`config.mk`:
```
export PLATFORM = sky130hd
export DESIGN_NAME = hpc_top
export DESIGN_NICKNAME = d
export VERILOG_FILES = /design/src/include/hpc_pkg.sv /design/src/logic/hpc_edge.sv /design/src/logic/hpc_top.sv
export SDC_FILE = /design/constraint.sdc
export NUM_CORES = 1
export LEC_CHECK = 0
export BUFFER_PORTS_ARGS = -buffer_cell sky130_fd_sc_hd__buf_2
export CAP_MARGIN = 10
export CORE_MARGIN = 2
export CORE_UTILIZATION = 50
export DETAILED_ROUTE_END_ITERATION = 12
export HOLD_SLACK_MARGIN = 0.03
export PLACE_DENSITY = 0.94
export SKIP_CTS_REPAIR_TIMING = 1
export SYNTH_ARGS = -nofsm -noshare
export SYNTH_HDL_FRONTEND = slang
export SYNTH_HIERARCHICAL = 1
export SYNTH_SLANG_ARGS = --single-unit
```
`constraint.sdc`:
```
create_clock -name mclk -period 3.9 [get_ports mclk]
set_clock_uncertainty 0.15 [all_clocks]
set_input_delay 0.39 -clock mclk [delete_from_list [all_inputs] [get_ports mclk]]
set_output_delay 0.39 -clock mclk [all_outputs]
set_load 0.01 [all_outputs]
```
`src/include/hpc_pkg.sv`:
```
// Shared constants and types for the host port pin control block.
// Assumes a single clock domain; all pins arrive synchronous to mclk.
package hpc_pkg;
  // Width of the host address presented on the shared pins
  localparam int ADDR_W = 16;
  // Reset values
  localparam logic [ADDR_W-1:0] ADDR_RST = 16'h0000;
  localparam logic ENABLED_RST = 1'b0;
  localparam logic PULLUP_RST = 1'b1;
  localparam logic IRQ_N_RST = 1'b1;
  localparam logic READY_RST = 1'b0;
  localparam logic OE_RST = 1'b0;
  // Previous-level reset values for the edge detectors
  localparam logic DEVRST_PREV_RST = 1'b0;
  localparam logic STRB_PREV_RST = 1'b0;
  // Level of the direction select that means a read
  localparam logic RW_READ = 1'b1;

  // Transfer sequencer states, one-hot
  typedef enum logic [1:0] {
    ST_IDLE = 2'b01,
    ST_BUSY = 2'b10
  } hpc_state_type;

  // One host access handed to the core
  typedef struct packed {
    logic valid;
    logic write;
    logic [1:0] sel;
  } hpc_access_type;

  // A three-state pin: level and drive enable
  typedef struct packed {
    logic out;
    logic oe;
  } hpc_pin_type;

  // Complete state of the top module
  typedef struct packed {
    hpc_state_type st;
    logic enabled;
    logic pullup_en;
    logic [ADDR_W-1:0] addr;
    hpc_access_type acc;
    hpc_pin_type rdy;
    hpc_pin_type irq;
  } hpc_regs_type;

  localparam hpc_access_type ACC_RST = '{valid: 1'b0, write: 1'b0,
                                         sel: 2'b00};
endpackage : hpc_pkg

```
`src/logic/hpc_edge.sv`:
```
// Rising and falling edge detector for a synchronous level.
// Assumes the input is already synchronous to mclk.
`timescale 1ns/1ps
`default_nettype none
module hpc_edge #(
  parameter logic PREV_RST = 1'b0
) (
  input wire logic mclk,    // System clock
  input wire logic sys_rst, // Synchronous reset, high
  input wire logic clk_en,  // Freezes state while low
  input wire logic sig,     // Level to watch
  output logic rise,        // High in the cycle sig first reads 1
  output logic fall         // High in the cycle sig first reads 0
);
  logic prev_q;

  // Remember last cycle's level
  always_ff @(posedge mclk) begin
    if (sys_rst) begin
      prev_q <= PREV_RST;
    end else if (clk_en) begin
      prev_q <= sig;
    end
  end

  // Compare against the remembered level
  assign rise = sig & ~prev_q;
  assign fall = ~sig & prev_q;
endmodule : hpc_edge
`default_nettype wire

```
`src/logic/hpc_top.sv`:
```
// Pin-level control of the parallel host port: enable latch, address
// strobe, direction, ready and the shared interrupt / timer pin.
// Assumes all pins are synchronous to mclk and a core that acknowledges
// each handed-over access with a one-cycle core_ack.
//
// Overview of operation
// - A falling address strobe loads the presented address into the address register.
// - The read/write select level taken at strobe start sets the access direction.
// - Ready drops while an access is in progress and returns once the core finishes.
// - Ready stops driving whenever the output-disable input is low.
// - The interrupt pin is driven high while the device reset is held.
// - With the port disabled the interrupt pin may carry the second timer output.
// - The interrupt / timer pin stops driving whenever the output-disable input is low.
// - Module select is sampled at the rising edge of device reset and high enables the port.
// - A low or open module select at reset leaves the port disabled.
// - After that sample module select is ignored until the next device reset or system reset.
// - Pullups on address strobe and direction are on only while the port is disabled.
// - The two data strobes gated by chip select time each transfer.
// - The two register select bits taken at strobe start choose one of four registers.
`timescale 1ns/1ps
`default_nettype none
module hpc_top (
  input wire logic mclk,                  // System clock, 50 MHz
  input wire logic sys_rst,               // Synchronous reset, high
  input wire logic clk_en,                // Freezes all state while low
  input wire logic device_reset_n,        // Processor reset pin, low
  input wire logic port_module_select,    // Sampled at reset release
  input wire logic port_chip_select_n,    // Port select, low
  input wire logic host_data_strobe_a,    // Data strobe a, low
  input wire logic host_data_strobe_b,    // Data strobe b, low
  input wire logic host_addr_strobe_n,    // Address strobe, low
  input wire logic host_read_write_sel,   // High reads, low writes
  input wire logic reg_select_bit0,       // Register select, bit 0
  input wire logic reg_select_bit1,       // Register select, bit 1
  input wire logic [hpc_pkg::ADDR_W-1:0] host_addr_bus, // Shared pins
  input wire logic emul_output_disable_n, // Low floats outputs
  input wire logic host_irq_req,          // Core asks to interrupt host
  input wire logic timer_b_output,        // Second timer output level
  input wire logic timer_pin_sel,         // Route timer to irq pin
  input wire logic core_ack,              // Core finished the access
  output hpc_pkg::hpc_access_type access, // Access pulse to the core
  output logic [hpc_pkg::ADDR_W-1:0] host_address_reg, // Address reg
  output hpc_pkg::hpc_pin_type host_port_ready, // Ready pin
  output hpc_pkg::hpc_pin_type host_irq_n,      // Irq / timer pin
  output logic port_enabled,              // Port enable latch
  output logic pullup_en                  // Pullup enable for inputs
);
  import hpc_pkg::*;

  hpc_regs_type r_q;
  hpc_regs_type r_d;
  logic strb;
  logic strb_rise;
  logic as_fall;
  logic devrst_rise;

  // Internal data strobe: either strobe low while selected
  assign strb = ~port_chip_select_n &
                (~host_data_strobe_a | ~host_data_strobe_b);

  // Edge detectors for reset release, data strobe and address strobe
  hpc_edge #(.PREV_RST(DEVRST_PREV_RST)) u_rst_edge (
    .mclk(mclk),
    .sys_rst(sys_rst),
    .clk_en(clk_en),
    .sig(device_reset_n),
    .rise(devrst_rise),
    .fall()
  );

  hpc_edge #(.PREV_RST(STRB_PREV_RST)) u_strb_edge (
    .mclk(mclk),
    .sys_rst(sys_rst),
    .clk_en(clk_en),
    .sig(strb),
    .rise(strb_rise),
    .fall()
  );

  hpc_edge #(.PREV_RST(STRB_PREV_RST)) u_as_edge (
    .mclk(mclk),
    .sys_rst(sys_rst),
    .clk_en(clk_en),
    .sig(~host_addr_strobe_n),
    .rise(as_fall),
    .fall()
  );

  // Next-state logic for the whole block
  always_comb begin
    r_d = r_q;
    r_d.acc.valid = 1'b0;
    // Enable latch: only the reset release edge may change it
    if (devrst_rise) begin
      r_d.enabled = port_module_select;
    end
    r_d.pullup_en = ~r_d.enabled;
    // Address capture on address strobe
    if (r_q.enabled && as_fall) begin
      r_d.addr = host_addr_bus;
    end
    // Transfer sequencer
    case (r_q.st)
      ST_IDLE: begin
        if (r_q.enabled && strb_rise) begin
          r_d.acc.valid = 1'b1;
          r_d.acc.write = (host_read_write_sel != RW_READ);
          r_d.acc.sel = {reg_select_bit1, reg_select_bit0};
          r_d.st = ST_BUSY;
        end
      end
      ST_BUSY: begin
        if (core_ack || !r_q.enabled) begin
          r_d.st = ST_IDLE;
        end
      end
      default: begin
        r_d.st = ST_IDLE;
      end
    endcase
    // Ready only when idle and the port is in use
    r_d.rdy.out = r_d.enabled && (r_d.st == ST_IDLE);
    r_d.rdy.oe = emul_output_disable_n;
    // Interrupt / timer pin
    if (!device_reset_n) begin
      r_d.irq.out = 1'b1;
    end else if (!r_q.enabled && timer_pin_sel) begin
      r_d.irq.out = timer_b_output;
    end else begin
      r_d.irq.out = ~host_irq_req;
    end
    r_d.irq.oe = emul_output_disable_n;
  end

  // State register
  always_ff @(posedge mclk) begin
    if (sys_rst) begin
      r_q.st <= ST_IDLE;
      r_q.enabled <= ENABLED_RST;
      r_q.pullup_en <= PULLUP_RST;
      r_q.addr <= ADDR_RST;
      r_q.acc <= ACC_RST;
      r_q.rdy.out <= READY_RST;
      r_q.rdy.oe <= OE_RST;
      r_q.irq.out <= IRQ_N_RST;
      r_q.irq.oe <= OE_RST;
    end else if (clk_en) begin
      r_q <= r_d;
    end
  end

  // Outputs straight from the state register
  assign access = r_q.acc;
  assign host_address_reg = r_q.addr;
  assign host_port_ready = r_q.rdy;
  assign host_irq_n = r_q.irq;
  assign port_enabled = r_q.enabled;
  assign pullup_en = r_q.pullup_en;
endmodule : hpc_top
`default_nettype wire

```
==> impl_metrics.tcl, run 1 <==
set metrics [dict create \
    run_status "finished, final reports clean" \
    synth_nets 201 \
    required_ns 3.97 \
    crit_type "reg2reg" \
    drt-initial-drc-count 58 \
    final_core_util_pct 57.5 \
    crit_fanout 4 \
    r2r-end "host_port_ready[1]" \
    seq_power_share_pct 55.9 \
    drt_wl_total_um 2590 \
    place.gp.congestion 0.784 \
    grt_setup_unrepaired "no" \
    tightest_slew_ns 0.615 \
    pwr-share-comb_pct 11.9 \
    antenna_found_initial 0 \
    viasPerCell 4.89 \
    cts.path.max_buffers 2 \
    whs_path_depth 3 \
    largest_register_ffs 16 \
    syn_to_final_growth_pct 11.6 \
    regToRegSetupSlack_ns 2.23 \
    hold_class "in2reg" \
    rows 19 \
    rr_startpoint "r_q[26]" \
    cts_tree "done" \
    core_area_um2 2690 \
    insertion_delay_ns 0.32 \
    power.density_nw_per_um2 375 \
    finalCriticalPeriod_ns 1.67 \
    cts_sinks 30 \
    drive_gt1_share_pct 33.5 \
    hpwl_um 1860 \
    syn_area_um2 1390 \
    critPathCaptureType "flip-flop" \
    die_y_um 56.6 \
    p_clk_share_pct 32.2 \
    p_sw_w 0.000143 \
    worst_ir_drop_vdd_uv 330 \
    fin_tns_setup_ns 0 \
    power_switching_share_pct 24.7 \
    grt_overflow_total 0 \
    die_w_um 56.6 \
    report.power.total_w 0.000580 \
    max_slew_margin_pct 58.9 \
    arrival_ns 1.74 \
    initial_core_util_pct 51.6 \
    fin_area_um2 1550 \
    setup_viol 0 \
    cts_root_buffer "clkbuf_4" \
    cellLeakagePower_nw 0.749 \
    routedWlPerCell_um 11.2 \
    ctsHtreeMaxLevel 2 \
    min_to "host_address_reg[8]" \
    track_usage_pct 17.6 \
    postRouteAntennaNets 0 \
    fillers 265 \
    syn_avg_cell_area_um2 8.34 \
    r2r_cells 5 \
    insertedDiodeCount 0 \
    grt_max_degree 31 \
    fmax_mhz 598 \
    io_buffers 58 \
    final_nets 234 \
    place_area_um2 1490 \
    drv_cap 0 \
    critPathLaunchType "flip-flop" \
    ios 59 \
    slew_violations 0 \
    hold_start "host_addr_bus[8]" \
    synth-warning-count 6 \
    dr.pass1.iters 4 \
    first_global_vias 1097 \
    vias 1130 \
    grt_pass1_wl_um 4340 \
    cts_buffers 5 \
    p_int_w 0.000437 \
    clk_pin_slew_ns 0.09 \
    dieArea_um2 3210 \
    drc 0 \
    netlist_instances 166 \
    fin_crit_sh_pct 42.9 \
    hold_viol 0 \
]
-- cells in the final DEF (no fill, tap or decap), drive strengths merged --
cell type,n
nand3,1
dfxtp,30
and3,1
o21ai,2
clkbuf,7
nand2b,4
inv,5
buf,58
mux2i,7
a21oi,21
o21a,1
a211o,2
o22ai,1
ha,2
clkinv,1
nand4,1
a31oi,1
nand2,36
nor3b,3
nor2,10
a211oi,1
nor2b,3
o31a,1
a31o,1
-- power by group through the flow --
| stage | combinational [W] | clock [W] | sequential, W |
|---|---|---|---|
| global route | 0.0000773 | 0.000208 | 0.000325 |
| detailed placement | 0.0000697 | 0 | 0.000331 |
| global placement | 0.0000673 | 0 | 0.000330 |
| CTS | 0.0000700 | 0.000196 | 0.000324 |
| floorplan | 0.0000502 | 0 | 0.000329 |
| finish | 0.0000692 | 0.000187 | 0.000324 |
-- routing by layer --
layer | up-vias | track usage (%) | share of wire [%]
li1 | 581 | - | -
met1 | 506 | 17.9 | 41
met2 | 38 | 31.7 | 51
met3 | 5 | 5.76 | 7.3
met4 | 0 | 8.50 | 1.4
met5 | - | 0 | 0
-- worst max-delay path, stage by stage, from the launching register on --
cell	delay, ns
dfxtp_1	0.42
inv_1	0.08
ha_1	0.33
a211o_1	0.27
o31a_1	0.12
a31o_1	0.21
-- how the worst max path moves through the flow --
stage	startpoint	endpoint
after floorplan	host_data_strobe_a	host_port_ready[1]
after global placement	clk_en	host_address_reg[0]
after detailed placement	clk_en	host_address_reg[10]
after CTS	port_enabled	host_address_reg[14]
after global routing	port_enabled	host_address_reg[10]
final	r_q[26]	host_port_ready[1]
-- stage by stage --
stage | hold WS, ns | instances | setup WS [ns]
final | 0.155 | 231 | 2.23
after global routing | 0.141 | 231 | 2.06
after CTS | 0.137 | 231 | 2.21
after detailed placement | 0.293 | 223 | 2.06
after global placement | 0.290 | 223 | 2.08
after floorplan | 0.287 | 166 | 2.25
-- cell type report --
class / count / area (um2) / share of cell area, %
clock inverters: 1 / 5.00 / 0.324
clock buffers: 7 / 55.1 / 3.56
flip-flops and latches: 30 / 601 / 38.9
inverters: 5 / 18.8 / 1.21
well taps: 31 / 38.8 / 2.51
multi-input cells: 99 / 537 / 34.7
repair buffers: 58 / 290 / 18.8
(Power assumes the default switching activity.)
==> run 2, diff against run 1 <==
Settings changed: ABC_AREA set to 1, CORE_UTILIZATION 50 to 48, PLACE_DENSITY 0.94 to 0.89.
Clock period 3.9 ns to 1.75 ns, I/O delays scaled along.
==> impl_metrics.tcl, run 2 <==
set metrics [dict create \
    cp_slowest_stage_delay_ns 0.36 \
    syn_to_final_growth_pct 27.8 \
    fin_area_um2 1970 \
    postRouteAntennaNets 0 \
    place.gp.congestion 0.833 \
    power.density_nw_per_um2 715 \
    io_buffers 58 \
    crit_type "reg2reg" \
    cts_tree "done" \
    antenna_found_initial 0 \
    track_usage_pct 16.1 \
    hpwl_um 2110 \
    mostFrequentLayoutCell "buf_2" \
    drive_gt1_share_pct 44.0 \
    seq_area_um2 601 \
    fmax_mhz 693 \
    die_y_um 60.7 \
    insertion_delay_ns 0.32 \
    fin_crit_sh_pct 82.5 \
    violations "negative hold slack" \
    syn_area_um2 1540 \
    p_sw_w 0.000378 \
    cts_buffers 5 \
    largest_register_ffs 16 \
    drt_wl_total_um 3220 \
    viasPerCell 4.50 \
    dp.cells 264 \
    die_w_um 60.7 \
    critical-path-slowest-cell "dfxtp_1" \
    critPathBufInv 1 \
    p_int_w 0.00103 \
    place_area_um2 1690 \
    hold_viol 1 \
    grt_overflow_total 0 \
    crit_fanout 3 \
    setup_viol 0 \
    cts_sinks 30 \
    critPathLaunchType "flip-flop" \
    grt_pass1_wl_um 4420 \
    multi_input_area_um2 588 \
    max_slew_margin_pct 69.5 \
    hold_class "in2reg" \
    ios 59 \
    required_ns 1.81 \
    initial_core_util_pct 50.6 \
    pwr-share-comb_pct 18.4 \
    instances_no_fill 294 \
    p_clk_share_pct 29.8 \
    grt_max_degree 33 \
    drt-initial-drc-count 64 \
    first_global_vias 1053 \
    syn_avg_cell_area_um2 8.17 \
    run_status "finished with violations" \
    cts_root_buffer "clkbuf_4" \
    slew_violations 0 \
    seq_power_share_pct 51.8 \
    synth_nets 224 \
    cts.path.max_buffers 2 \
    fillers 282 \
    final_nets 284 \
    rows 20 \
    dr.pass1.iters 5 \
    drc 0 \
    holdWs_ns -0.00976 \
    dieArea_um2 3690 \
    final_cell_mix "58 x buf_2, 30 x dfxtp_1, 28 x inv_1" \
    worst_ir_drop_vdd_uv 362 \
    arrival_ns 1.51 \
    finalCriticalPeriod_ns 1.44 \
    routedWlPerCell_um 10.9 \
    synth-warning-count 6 \
    clk_pin_slew_ns 0.09 \
    insertedDiodeCount 0 \
    cellLeakagePower_nw 0.933 \
    drv_cap 0 \
    fin_tns_setup_ns 0 \
    ctsHtreeMaxLevel 2 \
    grt_setup_unrepaired "no" \
    crit_chain "inv_1, ha_1, a21oi_1, nand2_1, a21oi_1, o21ai_1" \
    critPathCaptureType "flip-flop" \
    critPathMostFrequentCell "a21oi_1" \
    netlist_instances 189 \
    vias 1323 \
    core_area_um2 3050 \
    power_switching_share_pct 26.8 \
    tightest_slew_ns 0.458 \
    critPathTopFamily "flip-flops" \
]
-- run 2: worst reg2reg max path, cell delays in order, from the launching register on --
cell,delay (ns)
dfxtp_1,0.36
inv_1,0.08
ha_1,0.33
a21oi_1,0.12
nand2_1,0.08
a21oi_1,0.14
o21ai_1,0.08
-- run 2: area by class of cell --
class / instances / area share (%)
inverter: 33 / 6.28
tap: 44 / 2.79
sequential: 30 / 30.4
timing repair buffer: 83 / 27.6
clock inverter: 1 / 0.254
multi-input combinational: 96 / 29.8
clock buffer: 7 / 2.79
-- run 2: through the flow --
stage / setup slack, ns / utilization, % / hold slack, ns / total power, W
floorplan: 0.453 / - / 0.0941 / 0.000902
global placement: 0.373 / 55.5 / 0.209 / 0.000958
detailed placement: 0.323 / 55.5 / 0.211 / 0.000965
CTS: 0.301 / 57.4 / -0.136 / 0.00139
global route: 0.173 / 64.6 / 0.0341 / 0.00150
finish: 0.307 / 64.6 / -0.00976 / 0.00141
-- run 2: path summary, 6_finish.rpt --
path	startpoint	end	slack, ns	depth (start not counted)
hold / removal	host_addr_bus[5]	host_address_reg[5]	-0.01	3
setup reg to reg	r_q[26]	r_q[26]	0.31	6
setup / recovery	r_q[26]	r_q[26]	0.31	6
hold reg to reg	host_address_reg[3]	host_address_reg[3]	0.29	2
-- run 2: power by group through the flow --
stage | logic (W) | registers [W] | clock network, W
floorplan | 0.000158 | 0.000744 | 0
global placement | 0.000213 | 0.000745 | 0
detailed placement | 0.000219 | 0.000747 | 0
CTS | 0.000220 | 0.000731 | 0.000436
global route | 0.000287 | 0.000735 | 0.000475
finish | 0.000260 | 0.000731 | 0.000421
-- run 2: routing by layer --
layer	vias up	routed length (um)	track usage [%]
met5	-	0	0
met1	583	1370	19.6
met4	0	48	7.45
li1	695	-	-
met3	5	167	4.69
met2	40	1630	26.3
